### src/core/abu_pkg.sv
// Package for the address breakpoint unit: register map, field positions and constants.
// Assumes a 32-bit AHB-Lite register bus and a 16-bit CPU address bus.
`default_nettype none

package abu_pkg;
	// ----------------------------------------------------------------
	// Register map
	// ----------------------------------------------------------------
	localparam logic [7:0] ABU_OFS_CTRL = 8'h00;
	localparam logic [7:0] ABU_OFS_ADDR_HI = 8'h04;
	localparam logic [7:0] ABU_OFS_ADDR_LO = 8'h08;
	localparam logic [7:0] ABU_OFS_FLAG_CLR = 8'h0c;
	localparam int ABU_ENABLE_BIT = 7;
	localparam int ABU_ACTIVE_BIT = 6;
	localparam int ABU_FLAG_CLR_BIT = 0;
	localparam logic [7:0] ABU_BYTE_RESET = 8'h00;
	localparam logic [31:0] ABU_RDATA_RESET = 32'h0000_0000;

	// ----------------------------------------------------------------
	// Vectors and opcodes
	// ----------------------------------------------------------------
	localparam logic [15:0] ABU_VEC_USER = 16'hfffc;
	localparam logic [15:0] ABU_VEC_MON = 16'hfefc;
	localparam logic [7:0] ABU_SWI_OPCODE = 8'h83;

	// ----------------------------------------------------------------
	// Bus encodings
	// ----------------------------------------------------------------
	localparam logic [1:0] ABU_HTRANS_NONSEQ = 2'h2;
	localparam logic [1:0] ABU_HTRANS_SEQ = 2'h3;

	typedef enum logic [1:0] {
		ABU_ST_IDLE,
		ABU_ST_BREAK,
		ABU_ST_DONE
	} abu_state_t;
endpackage : abu_pkg

`default_nettype wire

### src/core/abu_ahb_slave.sv
// AHB-Lite slave front end: captures the address phase and returns write strobes.
// Assumes a single master, word transfers only, and hready tied to this hreadyout.
`default_nettype none

module abu_ahb_slave
	import abu_pkg::*;
(
	input wire logic mclk_in,
	input wire logic sys_rst_in,
	input wire logic hsel_in,
	input wire logic [31:0] haddr_in,
	input wire logic [1:0] htrans_in,
	input wire logic hwrite_in,
	input wire logic hready_in,
	output logic wr_en_out,
	output logic rd_en_out,
	output logic [7:0] wr_addr_out,
	output logic [7:0] rd_addr_out
);
	logic wr_pend_ff;
	logic [7:0] addr_ff;
	logic req;

	// ----------------------------------------------------------------
	// Address phase capture
	// ----------------------------------------------------------------
	// Reads decode in the address phase so the slave never stalls.
	assign req = hsel_in && hready_in &&
		(htrans_in == ABU_HTRANS_NONSEQ || htrans_in == ABU_HTRANS_SEQ);
	assign rd_en_out = req && !hwrite_in;
	assign rd_addr_out = haddr_in[7:0];
	assign wr_en_out = wr_pend_ff;
	assign wr_addr_out = addr_ff;

	always_ff @(posedge mclk_in or posedge sys_rst_in) begin
		if (sys_rst_in) begin
			wr_pend_ff <= 1'b0;
			addr_ff <= 8'h00;
		end else begin
			wr_pend_ff <= req && hwrite_in;
			if (req) begin
				addr_ff <= haddr_in[7:0];
			end
		end
	end
endmodule // abu_ahb_slave

`default_nettype wire

### src/core/abu_matcher.sv
// Address comparator for CPU instruction-fetch cycles.
// Assumes fetch_in qualifies an opcode or operand fetch on addr_in; cpu_master_in marks CPU ownership.
`default_nettype none

module abu_matcher
	import abu_pkg::*;
#(
	parameter int ADDR_W = 16
) (
	input wire logic [ADDR_W-1:0] addr_in,
	input wire logic [ADDR_W-1:0] brk_addr_in,
	input wire logic fetch_in,
	input wire logic cpu_master_in,
	input wire logic enable_in,
	output logic hit_out
);
	initial begin
		if (ADDR_W != 16) begin
			$error("abu_matcher supports only a 16-bit address");
		end
	end

	// Data cycles and other masters never match.
	assign hit_out = enable_in && fetch_in && cpu_master_in && (addr_in == brk_addr_in);
endmodule // abu_matcher

`default_nettype wire

### src/core/abu_core.sv
// Address breakpoint unit top: registers, break state and system control outputs.
// Assumes a CPU that reports opcode starts, fetches, returns and low-power state.
//
// The placing of the registers and the AHB-Lite interface to the registers were left to the implementer.
`default_nettype none

module abu_core
	import abu_pkg::*;
#(
	parameter int ADDR_W = 16
) (
	input wire logic mclk_in,
	input wire logic sys_rst_in,
	input wire logic hsel_in,
	input wire logic [31:0] haddr_in,
	input wire logic [1:0] htrans_in,
	input wire logic [2:0] hsize_in,
	input wire logic hwrite_in,
	input wire logic hready_in,
	input wire logic [31:0] hwdata_in,
	output logic [31:0] hrdata_out,
	output logic hreadyout_out,
	output logic hresp_out,
	input wire logic [ADDR_W-1:0] cpu_addr_in,
	input wire logic cpu_fetch_in,
	input wire logic cpu_master_in,
	input wire logic opcode_start_in,
	input wire logic rti_done_in,
	input wire logic low_power_in,
	input wire logic monitor_mode_in,
	input wire logic test_high_voltage_in,
	output logic break_req_out,
	output logic force_swi_out,
	output logic [7:0] swi_opcode_out,
	output logic [ADDR_W-1:0] break_vector_out,
	output logic break_state_out,
	output logic timer_freeze_out,
	output logic watchdog_disable_out,
	output logic status_clear_allow_out
);
	logic enable_ff;
	logic active_ff;
	logic [7:0] addr_hi_ff;
	logic [7:0] addr_lo_ff;
	logic flag_clear_enable_ff;
	logic armed_ff;
	logic pend_ff;
	logic [31:0] rdata_ff;
	abu_state_t state_ff;
	abu_state_t nxt_state;
	logic wr_en;
	logic rd_en;
	logic [7:0] wr_addr;
	logic [7:0] rd_addr;
	logic hit;
	logic sw_force;
	logic flag_wr;
	logic in_break;
	logic addr_new_ff;

	initial begin
		if (ADDR_W != 16) begin
			$error("abu_core supports only a 16-bit address");
		end
	end

	function automatic logic [7:0] ctrl_byte(input logic en, input logic act);
		logic [7:0] b;
		b = 8'h00;
		b[ABU_ENABLE_BIT] = en;
		b[ABU_ACTIVE_BIT] = act;
		return b;
	endfunction

	function automatic logic addr_byte_wr(input logic en, input logic [7:0] a);
		return en && (a == ABU_OFS_ADDR_HI || a == ABU_OFS_ADDR_LO);
	endfunction

	// ----------------------------------------------------------------
	// Bus front end and comparator
	// ----------------------------------------------------------------
	abu_ahb_slave u_bus (
		.mclk_in(mclk_in),
		.sys_rst_in(sys_rst_in),
		.hsel_in(hsel_in),
		.haddr_in(haddr_in),
		.htrans_in(htrans_in),
		.hwrite_in(hwrite_in),
		.hready_in(hready_in),
		.wr_en_out(wr_en),
		.rd_en_out(rd_en),
		.wr_addr_out(wr_addr),
		.rd_addr_out(rd_addr)
	);

	// A sleeping CPU keeps its fetch on the bus, so this gate is what stops a hit in low power.
	abu_matcher #(.ADDR_W(ADDR_W)) u_match (
		.addr_in(cpu_addr_in),
		.brk_addr_in({addr_hi_ff, addr_lo_ff}),
		.fetch_in(cpu_fetch_in && !low_power_in),
		.cpu_master_in(cpu_master_in),
		.enable_in(enable_ff && armed_ff),
		.hit_out(hit)
	);

	assign hreadyout_out = 1'b1;
	assign hresp_out = 1'b0;
	assign hrdata_out = rdata_ff;
	assign flag_wr = wr_en && wr_addr == ABU_OFS_CTRL;
	assign sw_force = flag_wr && hwdata_in[ABU_ACTIVE_BIT];

	// ----------------------------------------------------------------
	// Registers
	// ----------------------------------------------------------------
	always_ff @(posedge mclk_in or posedge sys_rst_in) begin
		if (sys_rst_in) begin
			enable_ff <= 1'b0;
			addr_hi_ff <= ABU_BYTE_RESET;
			addr_lo_ff <= ABU_BYTE_RESET;
			flag_clear_enable_ff <= 1'b0;
		end else if (wr_en) begin
			if (wr_addr == ABU_OFS_CTRL) begin
				enable_ff <= hwdata_in[ABU_ENABLE_BIT];
			end else if (wr_addr == ABU_OFS_ADDR_HI) begin
				addr_hi_ff <= hwdata_in[7:0];
			end else if (wr_addr == ABU_OFS_ADDR_LO) begin
				addr_lo_ff <= hwdata_in[7:0];
			end else if (wr_addr == ABU_OFS_FLAG_CLR) begin
				flag_clear_enable_ff <= hwdata_in[ABU_FLAG_CLR_BIT];
			end
		end
	end

	// A match sets the flag and wins over a clear in the same cycle.
	always_ff @(posedge mclk_in or posedge sys_rst_in) begin
		if (sys_rst_in) begin
			active_ff <= 1'b0;
		end else if (hit || sw_force) begin
			active_ff <= 1'b1;
		end else if (flag_wr) begin
			active_ff <= 1'b0;
		end
	end

	// Clearing the flag in the handler with no address rewrite since break entry disarms the comparator until the address is rewritten.
	always_ff @(posedge mclk_in or posedge sys_rst_in) begin
		if (sys_rst_in) begin
			armed_ff <= 1'b1;
		end else if (addr_byte_wr(wr_en, wr_addr)) begin
			armed_ff <= 1'b1;
		end else if (flag_wr && !hwdata_in[ABU_ACTIVE_BIT] && in_break && !addr_new_ff) begin
			armed_ff <= 1'b0;
		end
	end

	// Remembers an address rewrite since the last break entry. Handlers load the new
	// address before clearing the flag, so that order must leave the comparator armed.
	always_ff @(posedge mclk_in or posedge sys_rst_in) begin
		if (sys_rst_in) begin
			addr_new_ff <= 1'b0;
		end else if (addr_byte_wr(wr_en, wr_addr)) begin
			addr_new_ff <= 1'b1;
		end else if (break_req_out) begin
			addr_new_ff <= 1'b0;
		end
	end

	// Read data; unmapped words read zero, as do the unused control bits.
	always_ff @(posedge mclk_in or posedge sys_rst_in) begin
		if (sys_rst_in) begin
			rdata_ff <= ABU_RDATA_RESET;
		end else if (rd_en) begin
			if (rd_addr == ABU_OFS_CTRL) begin
				rdata_ff <= {24'h000000, ctrl_byte(enable_ff, active_ff)};
			end else if (rd_addr == ABU_OFS_ADDR_HI) begin
				rdata_ff <= {24'h000000, addr_hi_ff};
			end else if (rd_addr == ABU_OFS_ADDR_LO) begin
				rdata_ff <= {24'h000000, addr_lo_ff};
			end else if (rd_addr == ABU_OFS_FLAG_CLR) begin
				rdata_ff <= {31'h00000000, flag_clear_enable_ff};
			end else begin
				rdata_ff <= ABU_RDATA_RESET;
			end
		end
	end

	// ----------------------------------------------------------------
	// Break request and state
	// ----------------------------------------------------------------
	// A pending request waits for the next opcode boundary, so an operand
	// match lets the current instruction finish.
	always_ff @(posedge mclk_in or posedge sys_rst_in) begin
		if (sys_rst_in) begin
			pend_ff <= 1'b0;
		end else if (state_ff == ABU_ST_IDLE && (hit || sw_force)) begin
			pend_ff <= 1'b1;
		end else if (state_ff != ABU_ST_IDLE) begin
			pend_ff <= 1'b0;
		end
	end

	// An opcode fetch match breaks at once, before that opcode runs.
	assign break_req_out = (state_ff == ABU_ST_IDLE) &&
		((hit && opcode_start_in) || (pend_ff && opcode_start_in));
	assign force_swi_out = break_req_out;
	assign swi_opcode_out = ABU_SWI_OPCODE;
	assign break_vector_out = monitor_mode_in ? ABU_VEC_MON : ABU_VEC_USER;

	always_comb begin
		nxt_state = state_ff;
		case (state_ff)
			ABU_ST_IDLE: begin
				if (break_req_out) begin
					nxt_state = ABU_ST_BREAK;
				end
			end
			ABU_ST_BREAK: begin
				if (rti_done_in) begin
					nxt_state = ABU_ST_DONE;
				end
			end
			default: begin
				nxt_state = ABU_ST_IDLE;
			end
		endcase
	end

	always_ff @(posedge mclk_in or posedge sys_rst_in) begin
		if (sys_rst_in) begin
			state_ff <= ABU_ST_IDLE;
		end else begin
			state_ff <= nxt_state;
		end
	end

	// ----------------------------------------------------------------
	// System control outputs
	// ----------------------------------------------------------------
	assign in_break = state_ff == ABU_ST_BREAK;
	assign break_state_out = in_break;
	assign timer_freeze_out = in_break;
	assign watchdog_disable_out = in_break && test_high_voltage_in;
	assign status_clear_allow_out = !in_break || flag_clear_enable_ff;
endmodule // abu_core

`default_nettype wire

### config.mk
export PLATFORM = sky130hd
export DESIGN_NAME = abu_core
export DESIGN_NICKNAME = d
export VERILOG_FILES = /design/src/core/abu_pkg.sv /design/src/core/abu_ahb_slave.sv /design/src/core/abu_matcher.sv /design/src/core/abu_core.sv
export SDC_FILE = /design/constraint.sdc
export NUM_CORES = 1
export LEC_CHECK = 0
export BUFFER_PORTS_ARGS = -buffer_cell sky130_fd_sc_hd__clkbuf_2
export CAP_MARGIN = 10
export CORE_MARGIN = 2
export CORE_UTILIZATION = 45
export DETAILED_ROUTE_END_ITERATION = 8
export PLACE_DENSITY_LB_ADDON = 0.15
export SLEW_MARGIN = 40
export SYNTH_ARGS = -nofsm -noshare
export SYNTH_HDL_FRONTEND = slang
export SYNTH_SLANG_ARGS = --single-unit
### constraint.sdc
create_clock -name mclk_in -period 4.6 [get_ports mclk_in]
set_input_delay 0.92 -clock mclk_in [delete_from_list [all_inputs] [get_ports mclk_in]]
set_output_delay 0.92 -clock mclk_in [all_outputs]
set_load 0.02 [all_outputs]
# Word-level counts from Yosys, hierarchy flattened
# Cells that the tools add are included.
dict set report word_totals {
  register_bits 65
  in_bits 97
  output_inout_bits 64
  elab_cells 86
}
dict set report op_classes {
  n_eq_ne 12
  n_mux 16
  bitwise 3
  reduce_logical 43
}
# cell count
set op_table {}
lappend op_table {{$eq 8x4->1 const B} 4}
lappend op_table {{$mux 8} 3}
lappend op_table {{$logic_and 1x1->1} 20}
lappend op_table {{$eq 16x16->1} 1}
lappend op_table {{$eq 8x3->1 const B} 2}
lappend op_table {{$logic_not 8->1} 2}
lappend op_table {{$reduce_bool 2->1} 5}
lappend op_table {{$mux 1} 9}
lappend op_table {{$mux 9} 1}
lappend op_table {{$logic_not 1->1} 5}
lappend op_table {{$logic_or 1x1->1} 5}
lappend op_table {{$reduce_and 5->1} 1}
lappend op_table {{$eq 2x2->1 const B} 2}
lappend op_table {{$mux 2} 2}
lappend op_table {{$ne 2x2->1 const B} 2}
lappend op_table {{$pmux 2 s2} 1}
lappend op_table {{$reduce_and 2->1} 2}
lappend op_table {{$reduce_and 4->1} 1}
lappend op_table {{$not 1->1} 3}
lappend op_table {{$reduce_and 3->1} 1}
lappend op_table {{$eq 2x1->1 const B} 1}
lappend op_table {{$logic_not 2->1} 1}

# Depth between registers and ports, before layout
dict set report logic_depth {
  word_depth 10
  ltp_mapped 6
}

# Cells and area by module
# From an unflattened synthesis, not the netlist that was laid out.
dict set report unflattened {
  cells_unflattened 219
  hier_area_um2 2429.8
}
# mod n_inst cells_each area_per_inst_um2 seq_area_each_um2
set by_module_without_submodules {}
lappend by_module_without_submodules {abu_core 1 167 1836.8 802.0}
lappend by_module_without_submodules {abu_ahb_slave 1 30 407.9 225.2}
lappend by_module_without_submodules {abu_matcher 1 22 185.2 0.0}

# Worst setup path before layout
# Ideal clock, no wire load.
dict set report synth_path {
  path_kind {input to output}
  start {input port low_power_in}
  end {output port force_swi_out}
  arrival_time_ps 2445
  setup_slack_ps 1235
  cell_stages 5
  path_buffers 1
  cell_sequence {nand2b_1 nor4_1 nand3_1 o21ai_0 buf_4}
}
dict set report synth_via {
  elab_chain_cells 8
}
# element line_no
set synth_lines {}
lappend synth_lines {{from (decl)} abu_core.sv:29} ;# input wire logic low_power_in,
lappend synth_lines {{$logic_not 1->1} abu_core.sv:100} ;# .fetch_in(cpu_fetch_in && !low_power_in),
lappend synth_lines {{$logic_and 1x1->1} abu_core.sv:100}
lappend synth_lines {{$logic_and 1x1->1 (3 in a row)} abu_matcher.sv:24} ;# assign hit_out = enable_in && fetch_in && cpu_master_in && (addr_in == brk_addr_in);
lappend synth_lines {{$logic_and 1x1->1} abu_core.sv:204} ;# ((hit && opcode_start_in) || (pend_ff && opcode_start_in));
lappend synth_lines {{$logic_or 1x1->1} abu_core.sv:204}
lappend synth_lines {{$logic_and 1x1->1} abu_core.sv:203} ;# assign break_req_out = (state_ff == ABU_ST_IDLE) &&
lappend synth_lines {{to (decl)} abu_core.sv:33} ;# output logic force_swi_out,
# Every way passes these cells.

# Final worst setup path
dict set report layout_path {
  start {input port low_power_in}
  end {output port break_req_out}
}
dict set report layout_via {
  elab_chain_cells 8
}
# element line_no
set layout_lines {}
lappend layout_lines {{$logic_not 1->1} abu_core.sv:100}
lappend layout_lines {{$logic_and 1x1->1} abu_core.sv:100}
lappend layout_lines {{$logic_and 1x1->1 (3 in a row)} abu_matcher.sv:24}
lappend layout_lines {{$logic_and 1x1->1} abu_core.sv:204}
lappend layout_lines {{$logic_or 1x1->1} abu_core.sv:204}
lappend layout_lines {{$logic_and 1x1->1} abu_core.sv:203}
lappend layout_lines {{to (decl)} abu_core.sv:32} ;# output logic break_req_out,
# Every way passes these cells.

==> results.toml <==
[floorplanning]
dieHeight_um = 76.7
fp.dieW_um = 76.7
initial_core_util_pct = 46.5
coreArea_um2 = 5110
ios = 161
rows = 26
die_area_um2 = 5880

[critical_path]
critPathMaxStageDelay_ns = 0.57
crit_path_top_delay_cell = "nor4_1"
reg2reg_to = "addr_lo_ff[6]$_DFFE_PP0P_"
worst_path_most_repeated_cell = "clkbuf_2"
arrival_ns = 2.35
timing.rr.start = "u_bus.wr_addr_out[4]$_DFFE_PP0P_"
required_ns = 3.68
critical_path_class = "in -> out"
cp-end-kind = "output pin"
cp-startpoint = "low_power_in"
worstPathMaxFanout = 4
worstPathCellList = "clkbuf_2 > nand2b_1 > nor4_1 > nand3_1 > o21ai_0 > clkbuf_2"
r2r_cells = 4
r2r_slack_ns = 2.64
start_kind = "input pin"

[clock_network]
post_cts_buffers = 0
cts_tree = "yes"
htree_levels = 2
clkTransAtPathRegs_ns = 0.08
cts-root-buf = "clkbuf_8"
clock-sinks = 41
postCtsHoldBufs = 0
clk_path_buf_depth = 2
numCtsBuffers = 5
ctsResizeCount = 0
clk-insertion-delay-late_ns = 0.29

[synth]
ys_seq_area_share_pct = 43.2
yosysWarnings = 0
synth_area_leader_cell = "dfrtp_1"
synth_xor_area_share_pct = 6.27
synth.area.top_cells = "dfrtp_1 42%, buf_4 16%, mux2_2 12%"
synth_compound_area_share_pct = 7.32
synth_top_area_share_pct = 42.1
syn_area_um2 = 2380
avgSynthCellArea_um2 = 10.8
synth_mux_area_share_pct = 14.2
synth_top_family_by_area = "buffers and inverters"
synthAdderAreaFrac_pct = 0
ys_types = 35
netlist_instances = 219
ys_ff_latch = 41
synth-simple-area-share_pct = 11.4

[sta]
setup_violations = 0
rsz0062_at_grt = "no"
hold_ws_ns = 0.469
skew_ns = 0.0119
slew_violations = 0
finalCriticalPeriod_ns = 3.27
fmax_mhz = 306
finalHoldViolations = 0
min_period_over_period_pct = 71.1
worst_pin_slew_ns = 0.632
slew-limit-headroom_pct = 57.8
setup_tns_ns = 0

[route]
drc = 0
routed_wirelength_mm = 4.48
dr.pass1.iters = 4
drt_iter0_drc = 56
post_drt_wl_per_cell_um = 12.8
vias_per_cell = 4.62
detail-route-antenna-nets = 0
dr_total_vias = 1614

[min_path]
hold_end = "armed_ff$_DFFE_PP1P_"
holdPathStages = 2
hp-class = "reg -> reg"
hp-start = "armed_ff$_DFFE_PP1P_"

[placed_design]
dp_hpwl_mm = 3.51
portBuffers = 59
dp.cells = 342
gp_congestion = 0.754

[layout]
area_growth_pct = 11.0
layout_common_cells = "59 x clkbuf_2, 49 x conb_1, 40 x dfrtp_1"
fill_cells = 505
final_util_pct = 51.6
final_common_cell = "clkbuf_2"
diodes = 0
nets = 376
finalNonFillerCells = 349
multi_input_area_um2 = 1110
regArea_um2 = 1030
drive_gt1_share_pct = 36.9

[global_routing]
grt_pass1_wl_mm = 7.10
grt_pass1_vias = 1458
antenna_found_initial = 0
grt_max_degree = 42
grt_overflow = 0
grt_usage_pct = 15.5

[pwr]
max-vdd-ir-drop_mv = 0.207
powerDensity_nw_per_um2 = 307
p_leak_uw = 0.00131

[job]
maxCapViolations = 0

[outcome]
status = "completed"
-- state kept, by name (all words and copies together), names as in the netlist --
name / flops
addr_hi_ff: 8
addr_lo_ff: 8
hrdata_out: 8
u_bus.wr_addr_out: 8
state_ff: 2
active_ff: 1
addr_new_ff: 1
armed_ff: 1
enable_ff: 1
flag_clear_enable_ff: 1
pend_ff: 1
u_bus.wr_en_out: 1
-- cells by family (layout without fill, tap and decap cells) --
family | after synthesis | after routing
buffers and inverters | 58 | 71
and+or+nand+nor | 46 | 46
DFF | 41 | 41
muxes | 30 | 30
AOI/OAI and AO/OA | 25 | 25
xor gates and xnor gates | 17 | 17
other | 2 | 49
-- critical path: cells and delay by family --
family | cells | cell delay [ns]
buffers and inverters | 2 | 0.29
AO/OA/AOI/OAI | 1 | 0.26
AND/OR/NAND/NOR | 3 | 0.89
-- area by class of cell --
type	count	share of cell area, %
clock inverter	1	0.285
multi-input combinational	167	42.3
clock buffer	6	3.13
timing repair buffer	60	11.5
inverter	4	0.569
sequential	41	38.9
tap	70	3.32
-- power breakdown --
part	switching, uW	internal, uW	total, uW	leakage, uW
Clock	124	119	243	0.0000433
Sequential	25.5	392	418	0.000507
Combinational	87.6	61.6	149	0.000763
-- worst max path at each step --
| stage | to | slack, ns | cells after the start |
|---|---|---|---|
| finish | break_req_out | 1.33 | 6 |
| global route | break_req_out | 1.16 | 6 |
| CTS | break_req_out | 1.31 | 6 |
| detailed placement | break_req_out | 1.31 | 6 |
| global placement | break_req_out | 1.35 | 6 |
| floorplan | force_swi_out | 1.23 | 5 |
-- synthesized netlist by cell type --
library cell / n
buf_2: 1
clkbuf_1: 2
inv_1: 4
or4_1: 2
mux2_2: 26
o41ai_2: 1
nand4b_1: 1
buf_4: 51
nand2b_1: 5
nand3_1: 5
nor4_1: 4
nor2_1: 6
or4_4: 1
nor2b_1: 2
and2_1: 2
a21oi_1: 3
o21ba_2: 1
nor3b_1: 1
nand2_1: 11
dfstp_2: 1
or4b_4: 1
a22oi_1: 6
nand3_2: 1
or3_1: 1
xnor2_1: 1
o2bb2a_4: 1
o21a_1: 1
nand3b_2: 2
dfrtp_1: 40
mux2_4: 1
nor3_1: 1
xor2_1: 16
mux2i_1: 3
o21ai_0: 12
conb_1: 2
-- metal layers --
| metal | track usage, % | wire, um | vias up |
|---|---|---|---|
| met5 | 0 | 0 | - |
| met4 | 4.91 | 55 | 0 |
| met3 | 3.18 | 289 | 6 |
| met2 | 25.6 | 2140 | 72 |
| met1 | 20.3 | 1990 | 766 |
| li1 | - | - | 770 |
-- metrics by stage --
stage                     setup WS (ns)  area (um^2)  total power (uW)
after floorplan                    1.23         2550               561
after global placement             1.35         2550               572
after detailed placement           1.31         2550               575
after CTS                          1.31         2640               816
after global routing               1.16         2640               843
final                              1.33         2640               810
(Power assumes the default switching activity.)
